$ cat src/preamp_link_pkg.sv
/*
 * shared constants of the preamplifier digital control link:
 * pin bundle layout, register map, reset values and field positions.
 * assumes a single 100 MHz core clock and a 32-bit Avalon-MM slave port.
 */
package preamp_link_pkg;

    // ==========================================================
    // channels and groups
    localparam int CHAN_NUM      = 8;
    localparam int GROUP_NUM     = 4;
    localparam int ATTEN_NUM     = 4;
    localparam int GAIN_BITS     = 16;
    localparam int GAIN_CNT_W    = 5;
    localparam int ATTEN_DB_W    = 6;
    localparam logic [ATTEN_DB_W-1:0] ATTEN_STEP_DB = 6'h0a;

    // ==========================================================
    // synchronised pin bundle layout
    localparam int POS_SAT   = 0;
    localparam int POS_OFF   = 8;
    localparam int POS_ATTEN = 12;
    localparam int POS_SHAPE = 16;
    localparam int POS_TRIG  = 17;
    localparam int POS_SCLK  = 18;
    localparam int POS_DIN   = 19;
    localparam int POS_CSN   = 20;
    localparam int PIN_W     = 21;

    // ==========================================================
    // clock and serial link timing
    localparam int CORE_CLK_HZ  = 100_000_000;
    localparam int GAIN_SCLK_HZ = 25_000_000;
    localparam int GAIN_SCLK_MIN_CYC = (CORE_CLK_HZ + GAIN_SCLK_HZ - 1) / GAIN_SCLK_HZ;

    // ==========================================================
    // register map (byte addresses)
    localparam int ADDR_W = 5;
    localparam logic [ADDR_W-1:0] OFS_CTRL     = 5'h00;
    localparam logic [ADDR_W-1:0] OFS_STATUS   = 5'h04;
    localparam logic [ADDR_W-1:0] OFS_GAIN     = 5'h08;
    localparam logic [ADDR_W-1:0] OFS_IRQ_STAT = 5'h0c;
    localparam logic [ADDR_W-1:0] OFS_IRQ_MASK = 5'h10;

    // ctrl fields
    localparam int CTRL_PULSER_EN = 0;
    localparam int CTRL_GAIN_EN   = 1;
    localparam int CTRL_W         = 2;
    localparam logic [CTRL_W-1:0] CTRL_RESET = 2'h3;

    // status fields
    localparam int STAT_INH   = 0;
    localparam int STAT_OFF   = 4;
    localparam int STAT_ATTEN = 8;
    localparam int STAT_SHAPE = 12;
    localparam int STAT_FIRE  = 16;

    // interrupt fields
    localparam int IRQ_FAST_RESET = 0;
    localparam int IRQ_GAIN_LOAD  = 1;
    localparam int IRQ_FRAME_ERR  = 2;
    localparam int IRQ_PULSER     = 3;
    localparam int IRQ_W          = 4;
    localparam logic [IRQ_W-1:0] IRQ_MASK_RESET = 4'h0;

endpackage

$ cat src/preamp_digital_control_link.sv
/*
 * digital logic of the preamplifier side of the control link: fast reset
 * control and inhibit lines, pulser attenuation, shape and trigger, fine
 * gain receiver, and an Avalon-MM slave for monitoring and interrupts.
 * assumes all link pins are asynchronous to CORE_CLK_IN (100 MHz).
 */
`timescale 1ns/1ps
module preamp_digital_control_link
    import preamp_link_pkg::*;
(
    // clock and reset
    input  wire logic                                CORE_CLK_IN,
    input  wire logic                                RST_B_IN,
    // saturation demand from each preamplifier
    input  wire logic [preamp_link_pkg::CHAN_NUM-1:0] SATURATED_IN,
    // fast reset shutdown lines
    input  wire logic                                FAST_RESET_OFF_TRIPLE_A_IN,
    input  wire logic                                FAST_RESET_OFF_TRIPLE_B_IN,
    input  wire logic                                FAST_RESET_OFF_CORE_ONE_IN,
    input  wire logic                                FAST_RESET_OFF_CORE_TWO_IN,
    // pulser control lines
    input  wire logic                                PULSER_ATTEN_LINE_1_IN,
    input  wire logic                                PULSER_ATTEN_LINE_2_IN,
    input  wire logic                                PULSER_ATTEN_LINE_3_IN,
    input  wire logic                                PULSER_ATTEN_LINE_4_IN,
    input  wire logic                                PULSER_SHAPE_SELECT_IN,
    input  wire logic                                PULSER_TRIGGER_IN,
    // fine gain serial link
    input  wire logic                                GAIN_SCLK_IN,
    input  wire logic                                GAIN_DIN_IN,
    input  wire logic                                GAIN_CS_N_IN,
    // unused supply enable
    input  wire logic                                POWER_SUPPLY_ENABLE_IN,
    // fast reset and inhibit outputs
    output logic [preamp_link_pkg::CHAN_NUM-1:0]     FAST_RESET_FIRE_OUT,
    output logic                                     RESET_INHIBIT_TRIPLE_A_OUT,
    output logic                                     RESET_INHIBIT_TRIPLE_B_OUT,
    output logic                                     RESET_INHIBIT_CORE_ONE_OUT,
    output logic                                     RESET_INHIBIT_CORE_TWO_OUT,
    // pulser and fine gain outputs
    output logic [preamp_link_pkg::ATTEN_DB_W-1:0]   PULSER_ATTEN_DB_OUT,
    output logic                                     PULSER_SHAPE_EXP_OUT,
    output logic                                     PULSER_STEP_UP_OUT,
    output logic                                     PULSER_STEP_DOWN_OUT,
    output logic [preamp_link_pkg::GAIN_BITS-1:0]    FINE_GAIN_OUT,
    // avalon-mm slave
    input  wire logic [preamp_link_pkg::ADDR_W-1:0]  AVS_ADDRESS_IN,
    input  wire logic                                AVS_READ_IN,
    input  wire logic                                AVS_WRITE_IN,
    input  wire logic [31:0]                         AVS_WRITEDATA_IN,
    input  wire logic [3:0]                          AVS_BYTEENABLE_IN,
    output logic [31:0]                              AVS_READDATA_OUT,
    output logic                                     AVS_WAITREQUEST_OUT,
    // interrupt
    output logic                                     IRQ_OUT
);
    import preamp_link_pkg::*;

    // ==========================================================
    // pin synchronisers
    logic [PIN_W-1:0] pin_bus;
    logic [PIN_W-1:0] sync1_ff;
    logic [PIN_W-1:0] sync2_ff;

    // the supply enable pin is deliberately left out of the bundle
    assign pin_bus = {GAIN_CS_N_IN, GAIN_DIN_IN, GAIN_SCLK_IN, PULSER_TRIGGER_IN, PULSER_SHAPE_SELECT_IN,
                      PULSER_ATTEN_LINE_4_IN, PULSER_ATTEN_LINE_3_IN, PULSER_ATTEN_LINE_2_IN,
                      PULSER_ATTEN_LINE_1_IN, FAST_RESET_OFF_CORE_TWO_IN, FAST_RESET_OFF_CORE_ONE_IN,
                      FAST_RESET_OFF_TRIPLE_B_IN, FAST_RESET_OFF_TRIPLE_A_IN, SATURATED_IN};

    always_ff @(posedge CORE_CLK_IN or negedge RST_B_IN) begin
        if (!RST_B_IN) begin
            sync1_ff <= {1'b1, {(PIN_W-1){1'b0}}};
            sync2_ff <= {1'b1, {(PIN_W-1){1'b0}}};
        end else begin
            sync1_ff <= pin_bus;
            sync2_ff <= sync1_ff;
        end
    end

    logic [CHAN_NUM-1:0]  sat_s;
    logic [GROUP_NUM-1:0] off_s;
    logic [ATTEN_NUM-1:0] atten_s;

    assign sat_s   = sync2_ff[POS_SAT +: CHAN_NUM];
    assign off_s   = sync2_ff[POS_OFF +: GROUP_NUM];
    assign atten_s = sync2_ff[POS_ATTEN +: ATTEN_NUM];

    // ==========================================================
    // fast reset and inhibit per group
    logic [CHAN_NUM-1:0]  fire_ff,    nxt_fire;
    logic [GROUP_NUM-1:0] inhibit_ff, nxt_inhibit;

    function automatic int group_of(input int ch);
        if (ch < 3) begin
            return 0;
        end else if (ch < 6) begin
            return 1;
        end else if (ch == 6) begin
            return 2;
        end else begin
            return 3;
        end
    endfunction

    genvar gi;
    generate
        for (gi = 0; gi < CHAN_NUM; gi++) begin : g_chan
            // fire while saturated unless the group is shut down
            assign nxt_fire[gi] = sat_s[gi] && !off_s[group_of(gi)];
        end
        for (gi = 0; gi < GROUP_NUM; gi++) begin : g_group
            logic [CHAN_NUM-1:0] member;
            for (genvar ci = 0; ci < CHAN_NUM; ci++) begin : g_member
                assign member[ci] = (group_of(ci) == gi);
            end
            assign nxt_inhibit[gi] = |(nxt_fire & member);
        end
    endgenerate

    always_ff @(posedge CORE_CLK_IN or negedge RST_B_IN) begin
        if (!RST_B_IN) begin
            fire_ff    <= '0;
            inhibit_ff <= '0;
        end else begin
            fire_ff    <= nxt_fire;
            inhibit_ff <= nxt_inhibit;
        end
    end

    assign FAST_RESET_FIRE_OUT        = fire_ff;
    assign RESET_INHIBIT_TRIPLE_A_OUT = inhibit_ff[0];
    assign RESET_INHIBIT_TRIPLE_B_OUT = inhibit_ff[1];
    assign RESET_INHIBIT_CORE_ONE_OUT = inhibit_ff[2];
    assign RESET_INHIBIT_CORE_TWO_OUT = inhibit_ff[3];

    // ==========================================================
    // pulser attenuation, shape and trigger
    logic [CTRL_W-1:0]     ctrl_ff, nxt_ctrl;
    logic [ATTEN_DB_W-1:0] atten_db_ff, nxt_atten_db;
    logic                  shape_ff, nxt_shape;
    logic                  trig_d_ff, nxt_trig_d;
    logic                  up_ff, nxt_up;
    logic                  down_ff, nxt_down;

    always_comb begin
        nxt_atten_db = '0;
        for (int i = 0; i < ATTEN_NUM; i++) begin
            if (atten_s[i]) begin
                nxt_atten_db = nxt_atten_db + ATTEN_STEP_DB;
            end
        end
        nxt_shape  = sync2_ff[POS_SHAPE];
        nxt_trig_d = sync2_ff[POS_TRIG];
        nxt_up     = ctrl_ff[CTRL_PULSER_EN] && trig_d_ff && !sync2_ff[POS_TRIG];
        nxt_down   = ctrl_ff[CTRL_PULSER_EN] && !trig_d_ff && sync2_ff[POS_TRIG];
    end

    always_ff @(posedge CORE_CLK_IN or negedge RST_B_IN) begin
        if (!RST_B_IN) begin
            atten_db_ff <= '0;
            shape_ff    <= 1'b0;
            trig_d_ff   <= 1'b0;
            up_ff       <= 1'b0;
            down_ff     <= 1'b0;
        end else begin
            atten_db_ff <= nxt_atten_db;
            shape_ff    <= nxt_shape;
            trig_d_ff   <= nxt_trig_d;
            up_ff       <= nxt_up;
            down_ff     <= nxt_down;
        end
    end

    assign PULSER_ATTEN_DB_OUT  = atten_db_ff;
    assign PULSER_SHAPE_EXP_OUT = shape_ff;
    assign PULSER_STEP_UP_OUT   = up_ff;
    assign PULSER_STEP_DOWN_OUT = down_ff;

    // ==========================================================
    // fine gain receiver
    logic [GAIN_BITS-1:0] gain;
    logic                 gain_load;
    logic                 gain_err;

    fine_gain_shift_rx u_gain_rx (
        .clk_in        (CORE_CLK_IN),
        .rst_b_in      (RST_B_IN),
        .sclk_in       (sync2_ff[POS_SCLK]),
        .din_in        (sync2_ff[POS_DIN]),
        .cs_n_in       (sync2_ff[POS_CSN]),
        .load_en_in    (ctrl_ff[CTRL_GAIN_EN]),
        .gain_out      (gain),
        .load_out      (gain_load),
        .frame_err_out (gain_err)
    );

    assign FINE_GAIN_OUT = gain;

    // ==========================================================
    // register slave and interrupts
    logic              ack_ff, nxt_ack;
    logic [31:0]       rdata_ff, nxt_rdata;
    logic [IRQ_W-1:0]  irq_stat_ff, nxt_irq_stat;
    logic [IRQ_W-1:0]  irq_mask_ff, nxt_irq_mask;
    logic [IRQ_W-1:0]  irq_snap_ff, nxt_irq_snap;
    logic              irq_ff, nxt_irq;
    logic              req;
    logic [IRQ_W-1:0]  events;

    assign req    = AVS_READ_IN || AVS_WRITE_IN;
    assign events = {up_ff || down_ff, gain_err, gain_load, |(nxt_fire & ~fire_ff)};

    always_comb begin
        nxt_ack      = req && !ack_ff;
        nxt_rdata    = rdata_ff;
        nxt_ctrl     = ctrl_ff;
        nxt_irq_mask = irq_mask_ff;
        nxt_irq_snap = irq_snap_ff;
        nxt_irq_stat = irq_stat_ff;
        if (AVS_READ_IN && !ack_ff) begin
            nxt_rdata = 32'h0000_0000;
            case (AVS_ADDRESS_IN)
                OFS_CTRL: begin
                    nxt_rdata[CTRL_W-1:0] = ctrl_ff;
                end
                OFS_STATUS: begin
                    nxt_rdata[STAT_INH +: GROUP_NUM]   = inhibit_ff;
                    nxt_rdata[STAT_OFF +: GROUP_NUM]   = off_s;
                    nxt_rdata[STAT_ATTEN +: ATTEN_NUM] = atten_s;
                    nxt_rdata[STAT_SHAPE]              = shape_ff;
                    nxt_rdata[STAT_FIRE +: CHAN_NUM]   = fire_ff;
                end
                OFS_GAIN: begin
                    nxt_rdata[GAIN_BITS-1:0] = gain;
                end
                OFS_IRQ_STAT: begin
                    nxt_rdata[IRQ_W-1:0] = irq_stat_ff;
                end
                OFS_IRQ_MASK: begin
                    nxt_rdata[IRQ_W-1:0] = irq_mask_ff;
                end
                default: begin
                    nxt_rdata = 32'h0000_0000;
                end
            endcase
            nxt_irq_snap = (AVS_ADDRESS_IN == OFS_IRQ_STAT) ? irq_stat_ff : '0;
        end
        // read clears only the bits it returned, new events win
        if (AVS_READ_IN && ack_ff) begin
            nxt_irq_stat = irq_stat_ff & ~irq_snap_ff;
        end
        nxt_irq_stat = nxt_irq_stat | events;
        if (AVS_WRITE_IN && ack_ff && AVS_BYTEENABLE_IN[0]) begin
            if (AVS_ADDRESS_IN == OFS_CTRL) begin
                nxt_ctrl = AVS_WRITEDATA_IN[CTRL_W-1:0];
            end
            if (AVS_ADDRESS_IN == OFS_IRQ_MASK) begin
                nxt_irq_mask = AVS_WRITEDATA_IN[IRQ_W-1:0];
            end
        end
        nxt_irq = |(nxt_irq_stat & nxt_irq_mask);
    end

    always_ff @(posedge CORE_CLK_IN or negedge RST_B_IN) begin
        if (!RST_B_IN) begin
            ack_ff      <= 1'b0;
            rdata_ff    <= 32'h0000_0000;
            ctrl_ff     <= CTRL_RESET;
            irq_mask_ff <= IRQ_MASK_RESET;
            irq_snap_ff <= '0;
            irq_stat_ff <= '0;
            irq_ff      <= 1'b0;
        end else begin
            ack_ff      <= nxt_ack;
            rdata_ff    <= nxt_rdata;
            ctrl_ff     <= nxt_ctrl;
            irq_mask_ff <= nxt_irq_mask;
            irq_snap_ff <= nxt_irq_snap;
            irq_stat_ff <= nxt_irq_stat;
            irq_ff      <= nxt_irq;
        end
    end

    assign AVS_READDATA_OUT    = rdata_ff;
    assign AVS_WAITREQUEST_OUT = req && !ack_ff;
    assign IRQ_OUT             = irq_ff;
endmodule

$ cat src/fine_gain_shift_rx.sv
/*
 * three-wire fine-gain receiver: shifts 16 bits msb first on rising
 * serial clock edges while chip select is low, loads on chip select rise after exactly 16 bits when enabled.
 * assumes all three lines are already synchronised to the core clock.
 */
`timescale 1ns/1ps
module fine_gain_shift_rx
    import preamp_link_pkg::*;
(
    // clock and reset
    input  wire logic                 clk_in,
    input  wire logic                 rst_b_in,
    // synchronised link lines and gain load enable
    input  wire logic                 sclk_in,
    input  wire logic                 din_in,
    input  wire logic                 cs_n_in,
    input  wire logic                 load_en_in,
    // results
    output logic [GAIN_BITS-1:0]      gain_out,
    output logic                      load_out,
    output logic                      frame_err_out
);
    import preamp_link_pkg::*;

    logic [GAIN_BITS-1:0]  shift_ff,  nxt_shift;
    logic [GAIN_BITS-1:0]  gain_ff,   nxt_gain;
    logic [GAIN_CNT_W-1:0] count_ff,  nxt_count;
    logic                  sclk_d_ff, csn_d_ff;
    logic                  load_ff,   nxt_load;
    logic                  err_ff,    nxt_err;

    // ==========================================================
    // shift and load
    always_comb begin
        nxt_shift = shift_ff;
        nxt_gain  = gain_ff;
        nxt_count = count_ff;
        nxt_load  = 1'b0;
        nxt_err   = 1'b0;
        if (csn_d_ff && !cs_n_in) begin
            nxt_count = '0;
        end else if (!cs_n_in && sclk_in && !sclk_d_ff) begin
            nxt_shift = {shift_ff[GAIN_BITS-2:0], din_in};
            if (count_ff != GAIN_CNT_W'(GAIN_BITS + 1)) begin
                nxt_count = count_ff + 1'b1;
            end
        end else if (!csn_d_ff && cs_n_in) begin
            if (count_ff == GAIN_CNT_W'(GAIN_BITS) && load_en_in) begin
                nxt_gain = shift_ff;
                nxt_load = 1'b1;
            end else begin
                nxt_err = 1'b1;
            end
        end
    end

    always_ff @(posedge clk_in or negedge rst_b_in) begin
        if (!rst_b_in) begin
            shift_ff  <= '0;
            gain_ff   <= '0;
            count_ff  <= '0;
            sclk_d_ff <= 1'b0;
            csn_d_ff  <= 1'b1;
            load_ff   <= 1'b0;
            err_ff    <= 1'b0;
        end else begin
            shift_ff  <= nxt_shift;
            gain_ff   <= nxt_gain;
            count_ff  <= nxt_count;
            sclk_d_ff <= sclk_in;
            csn_d_ff  <= cs_n_in;
            load_ff   <= nxt_load;
            err_ff    <= nxt_err;
        end
    end

    assign gain_out      = gain_ff;
    assign load_out      = load_ff;
    assign frame_err_out = err_ff;
endmodule

$ cat config.mk
export PLATFORM = sky130hd
export DESIGN_NAME = preamp_digital_control_link
export DESIGN_NICKNAME = d
export VERILOG_FILES = /design/src/preamp_link_pkg.sv /design/src/preamp_digital_control_link.sv /design/src/fine_gain_shift_rx.sv
export SDC_FILE = /design/constraint.sdc
export NUM_CORES = 1
export LEC_CHECK = 0
export ABC_CLOCK_PERIOD_IN_PS = 2900
export BUFFER_PORTS_ARGS = -buffer_cell sky130_fd_sc_hd__buf_2
export CAP_MARGIN = 10
export CORE_MARGIN = 3
export CORE_UTILIZATION = 40
export DETAILED_ROUTE_END_ITERATION = 8
export PLACE_DENSITY = 0.66
export REMOVE_ABC_BUFFERS = 1
export SYNTH_ARGS = -nofsm -noshare
export SYNTH_HDL_FRONTEND = slang
export SYNTH_SLANG_ARGS = --single-unit
$ cat constraint.sdc
create_clock -name CORE_CLK_IN -period 2.9 [get_ports CORE_CLK_IN]
set_input_delay 0.58 -clock CORE_CLK_IN [delete_from_list [all_inputs] [get_ports CORE_CLK_IN]]
set_output_delay 0.58 -clock CORE_CLK_IN [all_outputs]
set_load 0.01 [all_outputs]
==> impl_metrics.json, run 1 <==
{
  "seq_area_frac_synth_pct": 67.2,
  "die-area_um2": 14700,
  "initial_core_util_pct": 41.5,
  "max_freq_ghz": 0.513,
  "top_usage_layer": "met2",
  "cts_tree": "yes",
  "worst-setup-path-type": "flip-flop to flip-flop",
  "firstDrtPassIters": 4,
  "combPwrFrac_pct": 6.6,
  "cp-startpoint": "sync2_ff[12]",
  "cp-start-kind": "flip-flop",
  "hpwl_um": 7470,
  "hp-class": "primary input to asynchronous set/reset pin",
  "slowest_delay_ps": 370,
  "final_common_cell": "dfrtp_1",
  "drv_slew": 0,
  "grtUsageMet3_pct": 4.29,
  "synthToLayoutAreaGrowth_pct": 23.6,
  "synth_edf_count": 0,
  "hold_viol": 0,
  "path_max_fanout": 4,
  "clock_latency_ps": 410,
  "rr_worst_depth": 9,
  "cts_setup_buffers": 0,
  "clock_path_buffers": 2,
  "cts_buffers": 17,
  "grt_pass1_wl_um": 17500,
  "grt_antenna_before_repair": 0,
  "rsz0062_at_grt": "false",
  "synth_area_leaders": "dfrtp_1, mux2_2, nand2_1",
  "reg2reg_slack_ps": 950,
  "p_seq_share_pct": 46.9,
  "clk_pin_slew_ps": 60,
  "final_cell_mix": "dfrtp_1, buf_2, nand2_1",
  "core_um2": 12800,
  "grt_util_met2_pct": 24.2,
  "end_kind": "flip-flop",
  "io_buffer_count": 96,
  "hold_buffers": 0,
  "yosysTopAreaCell": "dfrtp_1",
  "p_switching_w": 0.00105,
  "clock_sinks": 142,
  "drtIter0Drc": 107,
  "power_density_nw_per_um2": 705,
  "critPathRequiredTime_ps": 3190,
  "leakage_nw": 3.22,
  "cp_slowest_cell": "dfrtp_1",
  "synth_cell_types": 45,
  "avgSynthCellArea_um2": 13.3,
  "setup_slack_ps": 951,
  "finalCriticalPeriod_ps": 1950,
  "crit_top_cell": "inv_1",
  "nFillCells": 1121,
  "reg2reg_from": "sync2_ff[12]",
  "routed_via_density": 4.76,
  "setup_viol": 0,
  "grt_overflow_total": 0,
  "grt_pass1_vias": 3441,
  "endpoint": "PULSER_ATTEN_DB_OUT[5]",
  "use_met1_pct": 20.7,
  "clock_power_share_pct": 46.5,
  "layout-drive-gt1-share_pct": 35.6,
  "dp_slack_ps": 683,
  "clock_skew_ps": 12.6,
  "r2r-end": "PULSER_ATTEN_DB_OUT[5]",
  "p_int_w": 0.00357,
  "maxSlewHeadroom_pct": 50.3,
  "syn_area_um2": 5300,
  "ys_warn_count": 0,
  "wl_um": 10600,
  "cts.repair.resized": 0,
  "switching_share_pct": 22.7,
  "grt_usage_pct": 15.5,
  "synth_cells": 400,
  "ant_nets": 0,
  "synth_top_area_share_pct": 64.7,
  "path_cells": "inv_1, ha_1, xnor2_1, inv_1, ha_1, inv_1, o21ai_0, a21oi_1, mux2i_1",
  "setup_tns_ps": 0,
  "cts_root_buf": "clkbuf_16",
  "tightestPinTransition_ps": 745,
  "yosys_register_bits": 142,
  "fin_nets": 579,
  "vias": 3291,
  "timing.final.crit_share_pct": 67.2,
  "irDropWorstVdd_v": 0.000435,
  "htree_num_levels": 4,
  "die_h_um": 121,
  "antennaDiodeCount": 0,
  "arrival_ps": 2240,
  "row_count": 41,
  "gp_congestion": 0.800,
  "die_w_um": 121,
  "ys.flop_type": "dfrtp_1",
  "synth_async_sr_flop_share_pct": 100,
  "ios": 138,
  "grt_max_degree": 55,
  "detail_route.wl_per_cell_um": 15.3,
  "drc": 0,
  "drv_cap": 0,
  "run_status": "completed"
}
worst max-delay path, delay by kind of cell, from the launching register on:
family	cells	cell delay, ps
DFF	1	370
buffers and inverters	3	230
adders and majority gates	2	580
muxes	1	90
xor gates and xnor gates	1	330
AOI/OAI and AO/OA	2	240
per-layer routing:
layer / up-vias / part of all wire, % / routed length, µm
li1: 1565 / - / -
met1: 1618 / 44 / 4670
met2: 102 / 49 / 5170
met3: 6 / 6.2 / 657
met4: 0 / 0.66 / 70
met5: - / 0 / 0
registers in the layout (all words and copies together), names as in the netlist, 2 cells and up:
| name | cells |
|---|---|
| AVS_READDATA_OUT | 24 |
| FAST_RESET_FIRE_OUT | 7 |
| PULSER_ATTEN_DB_OUT | 5 |
| ctrl_ff | 2 |
| inhibit_ff | 3 |
| irq_mask_ff | 4 |
| irq_snap_ff | 4 |
| irq_stat_ff | 4 |
| sync1_ff | 21 |
| sync2_ff | 21 |
| u_gain_rx.count_ff | 5 |
| u_gain_rx.gain_out | 16 |
| u_gain_rx.shift_ff | 16 |
synthesized netlist by cell type (all sizes together) (3+ instances only):
| master | number |
|---|---|
| a21o | 4 |
| a21oi | 6 |
| a22o | 3 |
| a22oi | 13 |
| a31oi | 3 |
| buf | 16 |
| clkbuf | 9 |
| dfrtp | 137 |
| dfstp | 5 |
| ha | 6 |
| inv | 12 |
| mux2 | 39 |
| mux2i | 3 |
| nand2 | 45 |
| nand2b | 3 |
| nand3 | 7 |
| nor2 | 13 |
| nor2b | 14 |
| nor3b | 3 |
| o21ai | 28 |
| or3 | 3 |
| xnor2 | 5 |
| xor2 | 3 |
final cells by class:
cell class                      count  area, µm²  area share [%]
Tap cell                          172        215            3.29
Multi-Input combinational cell    229       1570            24.0
Sequential cell                   142       3560            54.3
Inverter                           12       45.0           0.688
Clock buffer                       17        425            6.49
Clock inverter                     15        173            2.64
Timing Repair Buffer              104        559            8.54
through the flow:
stage / hold WS [ps] / instance area [µm²] / utilization, % / total power, W / cells
floorplan: 284 / 5170 / - / 0.00234 / 383
CTS: 76.9 / 6550 / 51.3 / 0.00468 / 691
finish: 73.8 / 6550 / 51.3 / 0.00462 / 691
global route: 85.3 / 6550 / 51.3 / 0.00482 / 691
global placement: 332 / 5950 / 46.6 / 0.00250 / 659
detailed placement: 335 / 5950 / 46.6 / 0.00251 / 659
power by group through the flow:
| stage | combinational (W) | clock [W] | sequential, W |
|---|---|---|---|
| 2_1_floorplan | 0.000145 | 0 | 0.00220 |
| 3_3_place_gp | 0.000301 | 0 | 0.00220 |
| 3_5_place_dp | 0.000309 | 0 | 0.00220 |
| 4_1_cts | 0.000312 | 0.00220 | 0.00217 |
| 5_1_grt | 0.000343 | 0.00229 | 0.00218 |
| 6_report | 0.000304 | 0.00215 | 0.00217 |
logic make-up after synthesis:
kind of cell,after synthesis,share of synthesized area [%]
buffers and inverters,37,3.78
other,1,0.0708
and+or+nand+nor,100,9.66
adders and majority gates,6,1.42
AOI/OAI and AO/OA,64,7.60
muxes,42,8.99
DFF,142,67.2
xor gates and xnor gates,8,1.32
how the worst min path moves through the flow:
| stage | from | to | cells past startpoint |
|---|---|---|---|
| 2_1_floorplan | RST_B_IN | AVS_READDATA_OUT[0] | 0 |
| 3_3_place_gp | sync1_ff[14] | sync2_ff[14] | 0 |
| 3_5_place_dp | sync2_ff[16] | PULSER_SHAPE_EXP_OUT | 0 |
| 4_1_cts | RST_B_IN | FAST_RESET_FIRE_OUT[3] | 1 |
| 5_1_grt | RST_B_IN | sync1_ff[3] | 1 |
| 6_report | RST_B_IN | sync1_ff[3] | 1 |
Power figures use the tool's default switching activity.
==> inputs of run 2 (changes only) <==
ABC_AREA = 1   (was default)
ABC_CLOCK_PERIOD_IN_PS = 1900   (was 2900)
clock period = 1.9 ns   (was 2.9 ns; I/O delays follow)
==> impl_metrics.json, run 2 <==
{
  "run_status": "completed",
  "synthToLayoutAreaGrowth_pct": 24.0,
  "cp_slowest_cell": "dfrtp_1",
  "drv_slew": 0,
  "hold_end": "sync1_ff[20]",
  "synth_compound_area_share_pct": 7.12,
  "layout-drive-gt1-share_pct": 24.5,
  "r2r-end": "PULSER_ATTEN_DB_OUT[3]",
  "core_um2": 13300,
  "worst_hold_slack_ps": 65.7,
  "row_count": 42,
  "irDropWorstVdd_v": 0.000608,
  "path_cells": "inv_1, ha_4, or2_1, nand2_2, inv_1, ha_1, nor2_2, xor2_1, inv_1",
  "clk_pin_slew_ps": 60,
  "detail_route.wl_per_cell_um": 14.2,
  "slowest_delay_ps": 390,
  "grt_usage_pct": 16.8,
  "cts_tree": "yes",
  "crit_top_cell": "inv_1",
  "largest_reg_flops": 24,
  "grt_overflow_total": 0,
  "power_density_nw_per_um2": 1120,
  "synth_async_sr_flop_share_pct": 100,
  "timing.final.crit_share_pct": 93.5,
  "io_buffer_count": 96,
  "synth_cell_types": 35,
  "ys_warn_count": 0,
  "clock_latency_ps": 420,
  "rsz0062_at_grt": "false",
  "whs_path_depth": 1,
  "drv_cap": 0,
  "synth_common_cells": "dfrtp_1, nand2_1, inv_1, o21ai_0, nor2_1",
  "tightestPinTransition_ps": 504,
  "final_cell_mix": "dfrtp_1, nand2_1, buf_2",
  "yosys_register_bits": 142,
  "drtIter0Drc": 332,
  "cts_root_buf": "clkbuf_16",
  "cts_setup_buffers": 0,
  "seq_area_frac_synth_pct": 65.3,
  "gp_congestion": 0.874,
  "yosysTopAreaCell": "dfrtp_1",
  "reg2reg_slack_ps": 120,
  "syn_area_um2": 5450,
  "synth_top_family_by_area": "simple AND/OR/NAND/NOR gates",
  "holdCritStartpoint": "GAIN_CS_N_IN",
  "synth_area_leaders": "dfrtp_1, nand2_1, o21ai_0",
  "hpwl_um": 8330,
  "synth.most_common_cell": "dfrtp_1",
  "final_common_cell": "dfrtp_1",
  "cp-start-kind": "flip-flop",
  "setup_tns_ps": 0,
  "hold_viol": 0,
  "cts_buffers": 17,
  "wl_um": 11700,
  "grt_pass1_vias": 3848,
  "ios": 138,
  "drc": 0,
  "clock_sinks": 142,
  "clock_skew_ps": 7.59,
  "clock_path_buffers": 2,
  "end_kind": "flip-flop",
  "synth_cells": 534,
  "arrival_ps": 2080,
  "avgSynthCellArea_um2": 10.2,
  "reg2reg_from": "sync2_ff[12]",
  "firstDrtPassIters": 4,
  "htree_num_levels": 4,
  "worst-setup-path-type": "flip-flop to flip-flop",
  "critPathRequiredTime_ps": 2200,
  "yosys.area_share.adder_pct": 1.38,
  "synth_simple_gate_area_share_pct": 17.7,
  "fin_nets": 713,
  "grt_pass1_wl_um": 19100,
  "max_freq_ghz": 0.563,
  "synth-xor-area-share_pct": 0.643,
  "vias": 3822,
  "maxSlewHeadroom_pct": 66.4,
  "grt_antenna_before_repair": 0,
  "finalCriticalPeriod_ps": 1780,
  "rr_worst_depth": 9,
  "die_w_um": 123,
  "hp-class": "primary input to flip-flop",
  "synth_mux_area_share_pct": 0.207,
  "antennaDiodeCount": 0,
  "leakage_nw": 3.41,
  "ant_nets": 0,
  "die-area_um2": 15100,
  "synth_top_area_share_pct": 62.9,
  "grt_max_degree": 55,
  "setup_viol": 0,
  "die_h_um": 123,
  "initial_core_util_pct": 41.0,
  "synth_edf_count": 0,
  "nFillCells": 1208,
  "ys.flop_type": "dfrtp_1",
  "routed_via_density": 4.62,
  "path_max_fanout": 3
}
-- run 2: worst max-delay path by stage --
stage	slack (ps)	to	from	cells after the start
6_report	120	PULSER_ATTEN_DB_OUT[3]	sync2_ff[12]	9
2_1_floorplan	250	PULSER_ATTEN_DB_OUT[3]	sync2_ff[12]	9
3_3_place_gp	170	PULSER_ATTEN_DB_OUT[3]	sync2_ff[12]	9
5_1_grt	10	PULSER_ATTEN_DB_OUT[3]	sync2_ff[12]	7
3_5_place_dp	50	PULSER_ATTEN_DB_OUT[3]	sync2_ff[12]	9
4_1_cts	40	PULSER_ATTEN_DB_OUT[3]	sync2_ff[13]	9
-- run 2: layout make-up --
cell class              instances  area [µm²]  area share (%)
flip-flops and latches        142        3560            52.7
multi-input cells             312        1530            22.6
repair buffers                104         574            8.50
clock buffers                  18         429            6.35
inverters                      63         236            3.50
well taps                     176         220            3.26
clock inverters                13         213            3.15
-- run 2: repair_timing --
action | in CTS | in global routing
hold endpoints to repair | 49 | 0
endpoints found under the setup margin | 0 | 1
hold buffers | 1 | 0
resized for setup | 0 | 3
-- run 2: cell families (layout without fill, tap and decap cells) --
kind of cell	after synthesis	in the layout
xor+xnor	4	4
simple gates	221	221
compound gates	71	71
mux	1	1
buf+inv	88	198
other cells	1	9
fa+ha+maj	6	6
flops	142	142
-- run 2: power breakdown --
| group | leakage [nW] | switching, W | internal [W] |
|---|---|---|---|
| Sequential | 1.77 | 0.000123 | 0.00323 |
| Combinational | 1.32 | 0.000376 | 0.000218 |
| Clock | 0.315 | 0.00127 | 0.00233 |
| Total | 3.41 | 0.00177 | 0.00578 |
-- run 2: per-layer routing --
metal	GRT usage (%)	part of all wire (%)	vias up	wire, µm
li1	-	-	1873	-
met1	21.7	44	1829	5200
met2	26.5	48	104	5660
met3	5.39	6.0	16	704
met4	6.37	1.5	0	174
met5	0	0	-	0
-- run 2: per-stage QoR --
| stage | setup slack (ps) | power, W | utilization (%) | std cells | cell area (µm²) |
|---|---|---|---|---|---|
| 6_report | 123 | 0.00754 | 50.8 | 828 | 6760 |
| 5_1_grt | 11.1 | 0.00786 | 50.8 | 828 | 6760 |
| 4_1_cts | 35.5 | 0.00763 | 50.7 | 828 | 6740 |
| 3_3_place_gp | 170 | 0.00396 | 45.8 | 796 | 6090 |
| 2_1_floorplan | 247 | 0.00369 | - | 517 | 5310 |
| 3_5_place_dp | 51.4 | 0.00399 | 45.8 | 796 | 6090 |
-- run 2: critical path, delay by kind of cell, from the launching register on --
| family | cells | cell delay, ps |
|---|---|---|
| fa+ha+maj | 2 | 440 |
| xor+xnor | 1 | 160 |
| flops | 1 | 390 |
| simple gates | 3 | 440 |
| buf+inv | 3 | 250 |
==> inputs of run 3 (changes only) <==
ABC_CLOCK_PERIOD_IN_PS = 2160   (was 1900)
SLEW_MARGIN = 10   (was default)
clock period = 2.16 ns   (was 1.9 ns; I/O delays follow)
==> impl_metrics.json, run 3 (synthesis gave the netlist of run 2 again) <==
{
  "run_status": "completed",
  "worst-setup-path-type": "flip-flop to flip-flop",
  "ios": 138,
  "finalCriticalPeriod_ps": 1790,
  "vias": 3849,
  "grt_util_met2_pct": 25.0,
  "cp-startpoint": "sync2_ff[12]",
  "power_density_nw_per_um2": 939,
  "largest_reg_flops": 24,
  "use_met1_pct": 20.8,
  "clock_sinks": 142,
  "irDropWorstVdd_v": 0.000490,
  "crit_top_cell": "inv_1",
  "clk_pin_slew_ps": 60,
  "detail_route.wl_per_cell_um": 13.6,
  "io_buffer_count": 96,
  "final_cell_mix": "dfrtp_1, nand2_1, buf_2",
  "cp_slowest_cell": "dfrtp_1",
  "arrival_ps": 2090,
  "gp_congestion": 0.861,
  "fin_nets": 712,
  "firstDrtPassIters": 4,
  "cts_setup_buffers": 0,
  "drtIter0Drc": 288,
  "end_kind": "flip-flop",
  "grt_usage_pct": 16.2,
  "grt_antenna_before_repair": 0,
  "rsz0062_at_grt": "false",
  "drv_slew": 0,
  "drv_cap": 0,
  "post-route-util_pct": 50.1,
  "die_w_um": 123,
  "hpwl_um": 8110,
  "leakage_nw": 3.35,
  "wl_um": 11300,
  "nFillCells": 1213,
  "clock_skew_ps": 6.06,
  "dp_slack_ps": 360,
  "clock_latency_ps": 410,
  "clock_path_buffers": 2,
  "cp-start-kind": "flip-flop",
  "synthToLayoutAreaGrowth_pct": 22.3,
  "holdCritStartpoint": "GAIN_CS_N_IN",
  "antennaDiodeCount": 0,
  "path_max_fanout": 3,
  "core_um2": 13300,
  "hold_viol": 0,
  "grt_pass1_wl_um": 18400,
  "critPathTopFamily": "adder cells",
  "htree_num_levels": 4,
  "ant_nets": 0,
  "slowest_delay_ps": 360,
  "die-area_um2": 15100,
  "grt_overflow_total": 0,
  "routed_via_density": 4.65,
  "setup_viol": 0,
  "drc": 0,
  "final_common_cell": "dfrtp_1",
  "grt_max_degree": 48,
  "reg2reg_from": "sync2_ff[12]",
  "hp-class": "primary input to flip-flop",
  "path_cells": "inv_1, ha_1, or2_1, nand2_1, inv_1, ha_1, nor2_1, xor2_1, inv_1",
  "cts_buffers": 17,
  "grtUsageMet3_pct": 5.07,
  "max_freq_ghz": 0.558,
  "setup_slack_ps": 369,
  "fin_area_um2": 6670,
  "cts_tree": "yes",
  "cts_root_buf": "clkbuf_16",
  "top_usage_layer": "met2",
  "setup_tns_ps": 0,
  "layout-drive-gt1-share_pct": 23.9,
  "worst-path-buf-inv": 3,
  "dpl_cell_area_um2": 6080,
  "timing.final.crit_share_pct": 82.9,
  "grt_pass1_vias": 3824,
  "die_h_um": 123,
  "initial_core_util_pct": 41.0,
  "row_count": 42,
  "critPathRequiredTime_ps": 2460
}
run 3: cell count changes in the layout (fill, tap and decap cells not counted), sizes merged:
cell	before	now
clkinv	5	3
clkinvlp	0	6
inv	66	65
bufinv	5	2
clkbuf	18	19
buf	103	102
run 3: per-stage QoR:
step                      total power [W]  hold slack [ps]  cells
final                             0.00626              118    828
after CTS                         0.00635             94.3    828
after floorplan                   0.00324              136    517
after global placement            0.00348              332    795
after detailed placement          0.00351              335    795
after global routing              0.00656             94.1    828
run 3: repair_timing:
action / CTS / global route
resized for setup: 0 / 0
hold buffers: 1 / 0
endpoints found under the hold margin: 41 / 0
run 3: power breakdown:
group	internal, W	switching [W]
sequential	0.00284	0.000107
combinational	0.000189	0.000322
clock	0.00170	0.00111
total	0.00473	0.00153
run 3: cell type report:
type	count	area, µm²	area share, %
Multi-Input combinational cell	312	1510	22.6
Timing Repair Buffer	103	567	8.50
Clock inverter	13	141	2.12
Tap cell	176	220	3.30
Sequential cell	142	3560	53.4
Inverter	63	236	3.55
Clock buffer	19	433	6.49
run 3: final timing paths:
path                       depth (start not counted)                      to  slack (ps)
setup / recovery                                   9  PULSER_ATTEN_DB_OUT[3]         370
hold / removal                                     1            sync1_ff[20]         120
setup reg to reg                                   9  PULSER_ATTEN_DB_OUT[3]         370
hold reg to reg                                    0            sync2_ff[18]         350
max in group asynchronous                          3              ctrl_ff[0]         980
min in group asynchronous                          2            sync1_ff[18]         510
run 3: layer usage:
layer | part of all wire, % | wire length (µm) | vias to the layer above
met4 | 2.2 | 252 | 0
met1 | 44 | 4950 | 1844
li1 | - | - | 1880
met2 | 48 | 5390 | 107
met5 | 0 | 0 | -
met3 | 6.1 | 692 | 18
run 3: worst register-to-register path, delay by kind of cell, from the launching register on:
family	cells	cell delay, ps
xor gates and xnor gates	1	160
adders and majority gates	2	510
buffers and inverters	3	190
DFF	1	360
and+or+nand+nor	3	460
